===== src/hw/vectored_irq_ctrl_map.vh =====
// Register offsets, field positions, reset values and sizes of the controller.
`ifndef VECTORED_IRQ_CTRL_MAP_VH
`define VECTORED_IRQ_CTRL_MAP_VH
`define NUM_SRC        32
`define NUM_INT_SRC    16
`define NUM_EXT_SRC    4
`define FIRST_EXT_SRC  16
`define FAST_SRC       0
`define FIRST_STD_SRC  1
`define OFS_SRC_MODE   12'h000
`define OFS_ENABLE     12'h080
`define OFS_PENDING    12'h084
`define OFS_VECTOR     12'h088
`define OFS_FAST_CTRL  12'h08c
`define OFS_INT_STAT   12'h090
`define OFS_INT_MASK   12'h094
`define OFS_EOI        12'h098
`define OFS_CURR_LVL   12'h09c
`define MODE_PRIO_LSB  0
`define MODE_PRIO_MSB  2
`define MODE_TYPE_LSB  5
`define MODE_TYPE_MSB  6
`define TYPE_LOW_LVL   2'h0
`define TYPE_FALL_EDGE 2'h1
`define TYPE_HIGH_LVL  2'h2
`define TYPE_RISE_EDGE 2'h3
`define MODE_RESET     32'h00000000
`define ENABLE_RESET   32'h00000000
`define MASK_RESET     32'h00000000
`define STAT_ENTRY     0
`define STAT_FAST      1
`define STAT_WAKE      2
`define STAT_SPUR      3
`define STAT_BITS      4
`define RESP_OKAY      2'h0
`define RESP_SLVERR    2'h2
`endif


===== src/hw/src_mode_mem.v =====
// Small register memory holding the per-source mode words.
`timescale 1ns/1ps
`include "vectored_irq_ctrl_map.vh"
module src_mode_mem (
   input  wire        sys_clk,
   input  wire        arst_n,
   input  wire        clkEn,
   input  wire        wrEn,
   input  wire [4:0]  wrAddr,
   input  wire [31:0] wrData,
   input  wire [3:0]  wrStrb,
   input  wire [4:0]  rdAddr,
   output reg  [31:0] rdData_q,
   output wire [255:0] prioFlat,
   output wire [63:0]  typeFlat
);
   reg [31:0] modeMem_q [0:31];
   genvar i;
   // Each entry is written byte by byte and exposes its fields flat.
   generate
      for (i = 0; i < 32; i = i + 1) begin : gEntry
         integer b;
         always @(posedge sys_clk or negedge arst_n) begin
            if (!arst_n) begin
               modeMem_q[i] <= `MODE_RESET;
            end else if (clkEn && wrEn && wrAddr == i) begin
               for (b = 0; b < 4; b = b + 1) begin
                  if (wrStrb[b]) begin
                     modeMem_q[i][b*8 +: 8] <= wrData[b*8 +: 8];
                  end
               end
            end
         end
         assign prioFlat[i*8 +: 8] = {5'h00,
            modeMem_q[i][`MODE_PRIO_MSB:`MODE_PRIO_LSB]};
         assign typeFlat[i*2 +: 2] =
            modeMem_q[i][`MODE_TYPE_MSB:`MODE_TYPE_LSB];
      end
   endgenerate
   // Read data leave through a register.
   always @(posedge sys_clk or negedge arst_n) begin
      if (!arst_n) begin
         rdData_q <= 32'h00000000;
      end else if (clkEn) begin
         rdData_q <= modeMem_q[rdAddr];
      end
   end
endmodule // src_mode_mem


===== src/hw/vectored_irq_ctrl.v =====
// Vectored priority interrupt controller with an AXI4-Lite register port.
// Notes on behaviour
// RULE1 - The fast core request comes only from the external fast request pin.
// RULE2 - The standard core request rises for any peripheral or external line; the code holds it off while a source of equal or higher priority is in service.
// RULE3 - Every standard source carries one of eight programmable priorities.
// RULE4 - Each source has its own enable and the vector names the served one.
// RULE5 - Internal sources are chosen level or edge sensitive by software.
// RULE6 - External lines detect rising, falling, high or low as programmed.
// RULE7 - Each parallel port controller presents one request into the block.
// RULE8 - Each timer counter channel presents its own request into the block.
// RULE9 - Any enabled pending request wakes a stopped core clock.
// RULE10 - Highest priority wins and ties go to the lowest source number.
`timescale 1ns/1ps
`include "vectored_irq_ctrl_map.vh"
module vectored_irq_ctrl (
   input  wire        sys_clk,
   input  wire        arst_n,
   input  wire        clkEn,
   input  wire [1:0]  portReq,
   input  wire [5:0]  timerReq,
   input  wire [6:0]  periphReq,
   input  wire [3:0]  extRequest,
   input  wire        extFastRequest,
   output reg         core_fast_irq_n,
   output reg         core_std_irq_n,
   output reg         coreWake,
   output reg         irqOut,
   input  wire [11:0] s_axi_awaddr,
   input  wire        s_axi_awvalid,
   output reg         s_axi_awready,
   input  wire [31:0] s_axi_wdata,
   input  wire [3:0]  s_axi_wstrb,
   input  wire        s_axi_wvalid,
   output reg         s_axi_wready,
   output reg  [1:0]  s_axi_bresp,
   output reg         s_axi_bvalid,
   input  wire        s_axi_bready,
   input  wire [11:0] s_axi_araddr,
   input  wire        s_axi_arvalid,
   output reg         s_axi_arready,
   output reg  [31:0] s_axi_rdata,
   output reg  [1:0]  s_axi_rresp,
   output reg         s_axi_rvalid,
   input  wire        s_axi_rready
);
   reg  [4:0]  extSync1_q;
   reg  [4:0]  extSync2_q;
   reg  [4:0]  extPrev_q;
   reg  [31:0] rawPrev_q;
   reg  [31:0] edgeLatch_q;
   reg  [31:0] enable_q;
   reg  [31:0] intStat_q;
   reg  [31:0] intMask_q;
   reg  [4:0]  vector_q;
   reg  [2:0]  currLvl_q;
   reg         inService_q;
   reg  [11:0] awAddr_q;
   reg         awHeld_q;
   reg  [31:0] wData_q;
   reg  [3:0]  wStrb_q;
   reg         wHeld_q;
   reg  [11:0] arAddr_q;
   reg         rdPend_q;
   wire [31:0] modeRd;
   wire [4:0]  modeRdAddr;
   wire [255:0] prioFlat;
   wire [63:0]  typeFlat;
   wire [31:0] rawReq;
   wire [31:0] detect;
   reg  [31:0] pending;
   reg  [31:0] edgeClr;
   reg  [4:0]  bestSrc;
   reg  [2:0]  bestLvl;
   reg         bestHit;
   reg  [3:0]  statSet;
   integer     k;
   wire        doWrite;
   wire        modeWr;
   wire        readVec;
   wire        writeEoi;

   // Source vector: fast pin, peripherals, ports, timers, external lines.
   assign rawReq = {12'h000, extSync2_q[3:0], timerReq, portReq,
                    periphReq, extSync2_q[4]}; // [RULE7] [RULE8]

   // The mode memory is addressed as the read address is taken, so that
   // its registered data already stand when the answer is built.
   assign modeRdAddr = (s_axi_arvalid && s_axi_arready) ?
                       s_axi_araddr[6:2] : arAddr_q[6:2];

   // External request pins pass two flip-flops before any logic reads them; peripheral, port and timer requests enter directly.
   always @(posedge sys_clk or negedge arst_n) begin
      if (!arst_n) begin
         extSync1_q <= 5'h00;
         extSync2_q <= 5'h00;
         extPrev_q  <= 5'h00;
         rawPrev_q  <= 32'h00000000;
      end else if (clkEn) begin
         extSync1_q <= {extFastRequest, extRequest};
         extSync2_q <= extSync1_q;
         extPrev_q  <= extSync2_q;
         rawPrev_q  <= rawReq;
      end
   end

   src_mode_mem uModeMem (
      .sys_clk  (sys_clk),
      .arst_n   (arst_n),
      .clkEn    (clkEn),
      .wrEn     (modeWr),
      .wrAddr   (awAddr_q[6:2]),
      .wrData   (wData_q),
      .wrStrb   (wStrb_q),
      .rdAddr   (modeRdAddr),
      .rdData_q (modeRd),
      .prioFlat (prioFlat),
      .typeFlat (typeFlat)
   );

   // Per source detection; internal sources only use bit 1 of the type.
   genvar g;
   generate
      for (g = 0; g < 32; g = g + 1) begin : gDet
         wire [1:0] typ = typeFlat[g*2 +: 2];
         wire       isExt = (g == `FAST_SRC) ||
                            (g >= `FIRST_EXT_SRC &&
                             g < `FIRST_EXT_SRC + `NUM_EXT_SRC);
         wire       rise = rawReq[g] & ~rawPrev_q[g];
         wire       fall = ~rawReq[g] & rawPrev_q[g];
         wire       lvl = isExt ? (typ == `TYPE_HIGH_LVL ? rawReq[g] :
                                   ~rawReq[g]) : rawReq[g]; // [RULE6]
         wire       isEdge = isExt ? typ[0] : typ[1]; // [RULE5]
         wire       edgeHit = (isExt && typ == `TYPE_FALL_EDGE) ? fall :
                              rise; // [RULE6]
         assign detect[g] = isEdge ? (edgeLatch_q[g] | edgeHit) : lvl;
         always @(posedge sys_clk or negedge arst_n) begin
            if (!arst_n) begin
               edgeLatch_q[g] <= 1'b0;
            end else if (clkEn) begin
               if (isEdge && edgeHit) begin
                  edgeLatch_q[g] <= 1'b1;
               end else if (edgeClr[g] || !isEdge) begin
                  edgeLatch_q[g] <= 1'b0;
               end
            end
         end
      end
   endgenerate

   // Priority search over all enabled standard sources, whatever the current level.
   always @* begin
      pending = detect & enable_q; // [RULE4]
      bestSrc = 5'h00;
      bestLvl = 3'h0;
      bestHit = 1'b0;
      for (k = `FIRST_STD_SRC; k < `NUM_SRC; k = k + 1) begin
         if (pending[k] && (!bestHit || prioFlat[k*8 +: 3] > bestLvl))
         begin
            bestSrc = k[4:0]; // [RULE10]
            bestLvl = prioFlat[k*8 +: 3]; // [RULE3]
            bestHit = 1'b1;
         end
      end
   end

   assign doWrite  = awHeld_q && wHeld_q && !s_axi_bvalid;
   assign modeWr   = doWrite && awAddr_q[11:7] == 5'h00;
   assign readVec  = rdPend_q && !s_axi_rvalid && arAddr_q == `OFS_VECTOR;
   assign writeEoi = doWrite && awAddr_q == `OFS_EOI;

   // Reading the vector clears its edge latch and enters service.
   always @* begin
      edgeClr = 32'h00000000;
      if (readVec && bestHit) begin
         edgeClr[bestSrc] = 1'b1;
      end
      if (doWrite && awAddr_q == `OFS_FAST_CTRL) begin
         edgeClr[`FAST_SRC] = 1'b1;
      end
      statSet = 4'h0;
      statSet[`STAT_ENTRY] = readVec && bestHit;
      statSet[`STAT_SPUR]  = readVec && !bestHit;
      // The fast line still high means this is the first pending cycle.
      statSet[`STAT_FAST]  = pending[`FAST_SRC] & core_fast_irq_n;
      statSet[`STAT_WAKE]  = (|pending) && !coreWake;
   end

   // Core lines, service state, enables and sticky status.
   always @(posedge sys_clk or negedge arst_n) begin
      if (!arst_n) begin
         core_fast_irq_n <= 1'b1;
         core_std_irq_n  <= 1'b1;
         coreWake        <= 1'b0;
         irqOut          <= 1'b0;
         enable_q        <= `ENABLE_RESET;
         intMask_q       <= `MASK_RESET;
         intStat_q       <= 32'h00000000;
         vector_q        <= 5'h00;
         currLvl_q       <= 3'h0;
         inService_q     <= 1'b0;
      end else if (clkEn) begin
         core_fast_irq_n <= ~pending[`FAST_SRC]; // [RULE1]
         core_std_irq_n  <= ~(bestHit && (!inService_q ||
                              bestLvl > currLvl_q)); // [RULE2]
         coreWake        <= |pending; // [RULE9]
         irqOut          <= |(intStat_q[`STAT_BITS-1:0] &
                              intMask_q[`STAT_BITS-1:0]);
         if (readVec && bestHit) begin
            vector_q    <= bestSrc; // [RULE4]
            currLvl_q   <= bestLvl;
            inService_q <= 1'b1;
         end else if (writeEoi) begin
            inService_q <= 1'b0;
            currLvl_q   <= 3'h0;
         end
         if (doWrite && awAddr_q == `OFS_ENABLE) begin
            enable_q <= wData_q;
         end
         if (doWrite && awAddr_q == `OFS_INT_MASK) begin
            intMask_q <= {28'h0000000, wData_q[`STAT_BITS-1:0]};
         end
         // A new event wins over a write-one clear in the same cycle.
         if (doWrite && awAddr_q == `OFS_INT_STAT) begin
            intStat_q <= {28'h0000000, (intStat_q[`STAT_BITS-1:0] &
                         ~wData_q[`STAT_BITS-1:0]) | statSet};
         end else begin
            intStat_q <= {28'h0000000,
                          intStat_q[`STAT_BITS-1:0] | statSet};
         end
      end
   end

   // AXI4-Lite write side: address and data taken in either order.
   always @(posedge sys_clk or negedge arst_n) begin
      if (!arst_n) begin
         s_axi_awready <= 1'b0;
         s_axi_wready  <= 1'b0;
         s_axi_bvalid  <= 1'b0;
         s_axi_bresp   <= `RESP_OKAY;
         awHeld_q      <= 1'b0;
         wHeld_q       <= 1'b0;
         awAddr_q      <= 12'h000;
         wData_q       <= 32'h00000000;
         wStrb_q       <= 4'h0;
      end else if (clkEn) begin
         s_axi_awready <= !awHeld_q && !s_axi_awready && s_axi_awvalid;
         s_axi_wready  <= !wHeld_q && !s_axi_wready && s_axi_wvalid;
         if (s_axi_awvalid && s_axi_awready) begin
            awHeld_q <= 1'b1;
            awAddr_q <= s_axi_awaddr;
         end
         if (s_axi_wvalid && s_axi_wready) begin
            wHeld_q <= 1'b1;
            wData_q <= s_axi_wdata;
            wStrb_q <= s_axi_wstrb;
         end
         if (doWrite) begin
            s_axi_bvalid <= 1'b1;
            s_axi_bresp  <= (awAddr_q[11:7] == 5'h00 ||
                             (awAddr_q >= `OFS_ENABLE &&
                              awAddr_q <= `OFS_CURR_LVL)) ?
                            `RESP_OKAY : `RESP_SLVERR;
         end else if (s_axi_bvalid && s_axi_bready) begin
            s_axi_bvalid <= 1'b0;
            awHeld_q     <= 1'b0;
            wHeld_q      <= 1'b0;
         end
      end
   end

   // AXI4-Lite read side: data one cycle after the address is taken.
   always @(posedge sys_clk or negedge arst_n) begin
      if (!arst_n) begin
         s_axi_arready <= 1'b0;
         s_axi_rvalid  <= 1'b0;
         s_axi_rdata   <= 32'h00000000;
         s_axi_rresp   <= `RESP_OKAY;
         arAddr_q      <= 12'h000;
         rdPend_q      <= 1'b0;
      end else if (clkEn) begin
         s_axi_arready <= !rdPend_q && !s_axi_arready && s_axi_arvalid;
         if (s_axi_arvalid && s_axi_arready) begin
            arAddr_q <= s_axi_araddr;
            rdPend_q <= 1'b1;
         end
         if (rdPend_q && !s_axi_rvalid) begin
            s_axi_rvalid <= 1'b1;
            s_axi_rresp  <= `RESP_OKAY;
            case (arAddr_q)
               `OFS_ENABLE:   s_axi_rdata <= enable_q;
               `OFS_PENDING:  s_axi_rdata <= pending;
               `OFS_VECTOR:   s_axi_rdata <= {27'h0000000,
                                 bestHit ? bestSrc : 5'h00};
               `OFS_FAST_CTRL: s_axi_rdata <= {31'h00000000,
                                 pending[`FAST_SRC]};
               `OFS_INT_STAT: s_axi_rdata <= intStat_q;
               `OFS_INT_MASK: s_axi_rdata <= intMask_q;
               `OFS_EOI:      s_axi_rdata <= {27'h0000000, vector_q};
               `OFS_CURR_LVL: s_axi_rdata <= {28'h0000000, inService_q,
                                 currLvl_q};
               default: begin
                  s_axi_rdata <= 32'h00000000;
                  s_axi_rresp <= `RESP_SLVERR;
               end
            endcase
            // Mode words come from the memory's registered read port.
            if (arAddr_q[11:7] == 5'h00) begin
               s_axi_rdata <= modeRd; // [RULE3]
               s_axi_rresp <= `RESP_OKAY;
            end
         end else if (s_axi_rvalid && s_axi_rready) begin
            s_axi_rvalid <= 1'b0;
            rdPend_q     <= 1'b0;
         end
      end
   end

endmodule // vectored_irq_ctrl


===== config.mk =====
export PLATFORM = sky130hd
export DESIGN_NAME = vectored_irq_ctrl
export DESIGN_NICKNAME = d
export VERILOG_FILES = /design/src/hw/src_mode_mem.v /design/src/hw/vectored_irq_ctrl.v
export VERILOG_INCLUDE_DIRS = /design/src /design/src/hw
export SDC_FILE = /design/constraint.sdc
export NUM_CORES = 2
export LEC_CHECK = 0
export ABC_CLOCK_PERIOD_IN_PS = 26600
export BUFFER_PORTS_ARGS = -buffer_cell sky130_fd_sc_hd__clkbuf_2
export CAP_MARGIN = 20
export CELL_PAD_IN_SITES_DETAIL_PLACEMENT = 0
export CELL_PAD_IN_SITES_GLOBAL_PLACEMENT = 1
export CORE_ASPECT_RATIO = 2
export CORE_UTILIZATION = 48
export CTS_CLUSTER_DIAMETER = 200
export DETAILED_ROUTE_END_ITERATION = 16
export GPL_ROUTABILITY_DRIVEN = 0
export MAX_ROUTING_LAYER = met4
export PLACE_DENSITY_LB_ADDON = 0.1
export SYNTH_ARGS = -nofsm -noshare
export SYNTH_HDL_FRONTEND = slang
export SYNTH_HIERARCHICAL = 1
export SYNTH_SLANG_ARGS = --single-unit

===== constraint.sdc =====
create_clock -name sys_clk -period 26.6 [get_ports sys_clk]
set_input_delay 1.33 -clock sys_clk [delete_from_list [all_inputs] [get_ports sys_clk]]
set_output_delay 1.33 -clock sys_clk [all_outputs]
set_load 0.05 [all_outputs]

### After elaboration in Yosys (flattened, before gate mapping)

Cells that the tools add are included.

* bits of input ports: 88
* memory bits (read-only): 0
* output and inout port bits: 45
* memories kept: 0
* bits in writable memories: 0
* latch bits: 0
* register bits: 1291

* mux-type cells: 195
* shifts and indexed selects: 0
* equal/unequal tests: 54
* $lt $le $gt $ge: 36
* add/subtract/negate cells: 0
* multipliers: 0
* bitwise operators: 80
* reduce and logical (&&, ||, !) cells: 411
* divide/modulo/power cells: 0

Operators with widths (number)
* $reduce_and A2 Y1: 159
* $pmux W32 S8: 1
* $bmux W32 S5: 1
* $eq A12 B8 Y1 const B: 13
* $mux W1: 119
* $mux W3: 37
* $logic_and A1 B1 Y1: 110
* $mux W5: 21
* $mux W32: 3
* $gt A3 B3 Y1: 31
* $eq A5 B5 Y1 const B: 16
* $logic_not A1 Y1: 61
* $logic_or A1 B1 Y1: 52
* $reduce_bool A2 Y1: 23
* $eq A5 B4 Y1 const B: 8
* $and A20 B32 Y32: 1
* $reduce_or A32 Y1: 1
* $not A1 Y1: 27
* $and A1 B1 Y1: 26
* $mux W4: 6
* $eq A5 B3 Y1 const B: 4
* $mux W20: 1
* $or A1 B1 Y1: 20
* $logic_not A5 Y1: 3
* 17 further kinds: 32

### Logic depth before layout (Yosys ltp)

* word-level depth: 136
* gate-level depth with buffers: 156

### Modules after synthesis

Netlist, hierarchy kept.

Modules (own cells, without submodules)
* src_mode_mem: cells an instance 3792, instances 1, area an instance 51853.5 um2
* vectored_irq_ctrl: cells an instance 1250, instances 1, area an instance 12160.4 um2

### Worst setup path before layout

Ideal clock, no wire load.

* kind: input to register
* start: input port periphReq[0]
* end: register core_std_irq_n
* buffers on the path: 3
* data required time: 26.523 ns
* arrival time: 26.859 ns
* library setup time: 0.077 ns
* setup slack: -0.337 ns
* stages on the path: 135
* path through: a21boi_1 -> o21a_4 -> nand2_1 -> ha_1 -> a211oi_1 -> o21ai_0 -> and2_1 -> a22oi_1 -> ha_1 -> a211oi_1 -> a2bb2oi_1 -> nand2b_1 -> mux2_2 -> ha_1 -> nor2b_1 -> o21a_1 -> o21ai_1 -> a21o_1 -> [... 99 more ...] -> a21oi_1 -> a31oi_1 -> o211a_1 -> nor3_1 -> a21boi_1 -> ha_1 -> a21o_1 -> a21oi_1 -> a31oi_1 -> o21a_1 -> buf_1 -> mux2i_1 -> ha_1 -> nor2b_1 -> o21a_1 -> o21ai_0 -> nand2_1 -> a31oi_1

* longest elaborated chain between the ends: 129

Ends and longest elaborated chain
* start, declared: line vectored_irq_ctrl.v:21 `input wire [6:0] periphReq,`
* $and A1 B1 Y1: line vectored_irq_ctrl.v:128 `wire rise = rawReq[g] & ~rawPrev_q[g];`
* $or A1 B1 Y1: line vectored_irq_ctrl.v:135 `assign detect[g] = isEdge ? (edgeLatch_q[g] | edgeHit) : lvl;`
* $mux W1 (*): line vectored_irq_ctrl.v:135
* $and A20 B32 Y32 (*): line vectored_irq_ctrl.v:152 `pending = detect & enable_q;`
* $mux W3 or $mux W1 (tied branches): line vectored_irq_ctrl.v:157 `if (pending[k] && (!bestHit || prioFlat[k*8 +: 3] > bestLvl))`
* $gt A3 B3 Y1 or $logic_not A1 Y1 (tied branches): line vectored_irq_ctrl.v:157
* $logic_or A1 B1 Y1: line vectored_irq_ctrl.v:157
* $logic_and A1 B1 Y1: line vectored_irq_ctrl.v:157
* [... 113 more ...]
* $gt A3 B3 Y1 or $logic_not A1 Y1 (tied branches): line vectored_irq_ctrl.v:157
* $logic_or A1 B1 Y1: line vectored_irq_ctrl.v:157
* $logic_and A1 B1 Y1: line vectored_irq_ctrl.v:157
* $mux W3: line vectored_irq_ctrl.v:157
* $gt A3 B3 Y1: line vectored_irq_ctrl.v:204 `bestLvl > currLvl_q));`
* $logic_or A1 B1 Y1: line vectored_irq_ctrl.v:203 `core_std_irq_n <= ~(bestHit && (!inService_q ||`
* $logic_and A1 B1 Y1 (*): line vectored_irq_ctrl.v:203
* $not A1 Y1 (*): line vectored_irq_ctrl.v:203
* end signal, assigned: line vectored_irq_ctrl.v:203
* end, declared: line vectored_irq_ctrl.v:25 `output reg core_std_irq_n,`

Every way passes the cells marked *; elsewhere a longest branch is shown, timed or not.
A chain may end at the register's enable or synchronous reset.

### Worst setup path after layout

* start: input port periphReq[0]
* end: register edgeLatch_q[4]

* longest elaborated chain between the ends: 133

Ends and longest elaborated chain
* $and A1 B1 Y1: line vectored_irq_ctrl.v:128
* $or A1 B1 Y1: line vectored_irq_ctrl.v:135
* $mux W1 (*): line vectored_irq_ctrl.v:135
* $and A20 B32 Y32 (*): line vectored_irq_ctrl.v:152
* $mux W3 or $mux W1 (tied branches): line vectored_irq_ctrl.v:157
* $gt A3 B3 Y1 or $logic_not A1 Y1 (tied branches): line vectored_irq_ctrl.v:157
* $logic_or A1 B1 Y1: line vectored_irq_ctrl.v:157
* $logic_and A1 B1 Y1: line vectored_irq_ctrl.v:157
* [... 117 more ...]
* $lt A5 B6 Y1 (not written as such) or $ge A5 B1 Y1 (tied branches): line vectored_irq_ctrl.v:175 `edgeClr[bestSrc] = 1'b1;`
* $logic_and A1 B1 Y1 (not written as such): line vectored_irq_ctrl.v:175
* $mux W1 (not written as such): line vectored_irq_ctrl.v:175
* $demux W1 S5: line vectored_irq_ctrl.v:175
* $mux W20 (*): line vectored_irq_ctrl.v:174 `if (readVec && bestHit) begin`
* $logic_or A1 B1 Y1 (*): line vectored_irq_ctrl.v:142 `end else if (edgeClr[g] || !isEdge) begin`
* $reduce_bool A2 Y1 (no source line) (*)
* $reduce_and A2 Y1 (no source line) (*)
* end signal, assigned by index: line vectored_irq_ctrl.v:138 `edgeLatch_q[g] <= 1'b0;`
* end signal, assigned by index: line vectored_irq_ctrl.v:141 `edgeLatch_q[g] <= 1'b1;`
* end signal, assigned by index: line vectored_irq_ctrl.v:143 `edgeLatch_q[g] <= 1'b0;`
* end, declared: line vectored_irq_ctrl.v:50 `reg [31:0] edgeLatch_q;`

Marked as above.

==> impl_metrics.tcl <==
set metrics [dict create \
    slew_headroom 0.224 \
    dr.pass1.iters 5 \
    drtIter0Drc 2616 \
    leakage_nw 33.9 \
    rsz0062_at_grt "true" \
    finalSetupViolCount 0 \
    cap_violations 0 \
    initial_utilization 0.484 \
    cts_buffer_depth 3 \
    power_density_nw_per_um2 86.7 \
    fillers 11102 \
    start_kind "input pin" \
    worstMarginPinSlew_ns 1.16 \
    crit_fanout 6 \
    cp-end-kind "flip-flop" \
    clock_sinks 1261 \
    met3_length_mm 5.66 \
    min_period_ns 25.99 \
    critical_path_buf_inv_count 19 \
    clock.fmax_mhz 38.5 \
    area.growth.synth_to_final_pct 11.6 \
    routedWlPerCell_um 28.1 \
    crit_top_cell "a21oi_2" \
    grt_overflow_total 0 \
    met2_length_mm 101 \
    die_h_um 511 \
    grt_pass1_wl_mm 280 \
    grtUsageTotal 0.295 \
    viasPerCell 6.02 \
    syn_avg_cell_area_um2 13.0 \
    grt_antenna_before_repair 2 \
    final_cells 6687 \
    dieWidth_um 257 \
    clk_pin_slew_ns 0.07 \
    met1_length_mm 71.2 \
    cts_max_level 3 \
    slew_viol_final 0 \
    final.setup.worst_slack_ns 0.613 \
    port_buffers 130 \
    arrival_ns 26.59 \
    dieArea_um2 131000 \
    pin_count 133 \
    critPathMaxStageDelay_ns 0.49 \
    required_ns 27.20 \
    wl_mm 188 \
    period_share 0.977 \
    min_path_type "reg -> reg" \
    place_ws_ns -1.06 \
    holdBufCountCts 0 \
    final_util 0.541 \
    vias 40229 \
    insertion_delay_ns 0.74 \
    hold_viol_final 0 \
    slowest_stage "or4_4" \
    path_class "in -> reg" \
    status "finished clean" \
    cp_top_family "compound AO/OA/AOI/OAI gates" \
    ant_nets 0 \
    peakVddDrop_mv 0.0606 \
    hpwlAfterDp_mm 126 \
    coreArea_um2 128000 \
    highest_layer "met4" \
    syn_area_um2 62200 \
    grt_max_degree 152 \
    route.detailed.drc 0 \
    numCtsBuffers 114 \
    core.rowCount 186 \
    grt_pass1_vias 41878 \
    cts-root-buf "clkbuf_16" \
    fin_skew_ns 0.0217 \
    syn_inst 4803 \
    yosys_warnings 6 \
    cts_tree "yes" \
    place_inst 6446 \
    fin_nets 5043 \
    layout-drive-gt1-share 0.405 \
]
worst reg2reg max path: cells and delay by family (launching register included):
kind / cells / cell delay (ns)
adder cells (fa/ha/maj): 19 / 5.06
buffers and inverters: 18 / 1.97
AND/OR/NAND/NOR: 31 / 4.40
multiplexers: 4 / 1.27
AO/OA/AOI/OAI: 75 / 12.43
flip-flops: 1 / 0.55
layer usage:
layer | up-vias | track usage
met2 | 932 | 0.526
met4 | 0 | 0.141
li1 | 17693 | -
met1 | 21187 | 0.330
met5 | - | -
met3 | 417 | 0.0255
state kept, by name, summed over array words and instances, names as in the netlist, 32 cells and up:
| name | cells |
|---|---|
| uModeMem/rdData_q | 32 |
| uModeMem/prioFlat | 96 |
| enable_q | 32 |
| wData_q | 32 |
| uModeMem/modeMem_q | 864 |
| uModeMem/typeFlat | 64 |
| s_axi_rdata | 32 |
timing repair:
item | 4_1_cts | 5_1_grt
setup buffers | 0 | 36
setup endpoints to repair | 25 | 33
resized for setup | 10 | 179
pin swaps | 2 | 116
final timing paths:
check                                     start                       to  slack (ns)  cells past startpoint
min reg2reg                      s_axi_rdata[7]           s_axi_rdata[7]        0.48                      2
min in group asynchronous                arst_n  uModeMem/modeMem_q[649]        0.60                      1
max in group asynchronous                arst_n   uModeMem/modeMem_q[31]       22.02                      6
min                              s_axi_rdata[7]           s_axi_rdata[7]        0.48                      2
max                                periphReq[0]           edgeLatch_q[4]        0.61                    148
max reg2reg                uModeMem/typeFlat[3]           edgeLatch_q[4]        0.74                    147
report_power, final:
| part | leakage (nW) | internal [mW] | switching [mW] |
|---|---|---|---|
| Combinational | 14.8 | 0.648 | 1.47 |
| Sequential | 17.3 | 2.05 | 0.195 |
| Clock | 1.80 | 0.911 | 0.742 |
| Total | 33.9 | 3.61 | 2.41 |
per-stage QoR:
stage / hold slack (ns) / setup TNS [ns] / area [µm²] / power (mW)
after global routing: 0.509 / -12.43 / 69400 / 6.24
after CTS: 0.482 / 0 / 68300 / 6.04
after detailed placement: 0.468 / -25.94 / 64600 / 4.37
after floorplan: 0.441 / 0 / 62200 / 3.51
after global placement: 0.456 / -4.97 / 64500 / 4.35
final: 0.477 / 0 / 69400 / 6.02
layout by cell type, fill, tap and decap left out, types with 76 or more instances in the layout:
cell type	instances
clkbuf_16	114
buf_4	207
a22oi_1	288
a21oi_1	161
clkbuf_2	127
mux2i_1	516
dfrtp_1	1255
o21ai_0	76
nand2_1	151
mux2_2	1168
layout make-up:
| cell class | count | area [µm²] | area share |
|---|---|---|---|
| diodes | 1 | 2.50 | 0.0000360 |
| clock buffers | 166 | 3290 | 0.0474 |
| clock inverters | 36 | 369 | 0.00532 |
| inverters | 64 | 243 | 0.00350 |
| multi-input cells | 3109 | 29300 | 0.422 |
| flip-flops and latches | 1261 | 31600 | 0.455 |
| well taps | 1692 | 2120 | 0.0305 |
| repair buffers | 358 | 2580 | 0.0372 |
Note: power is estimated with default switching activity, not from simulation.
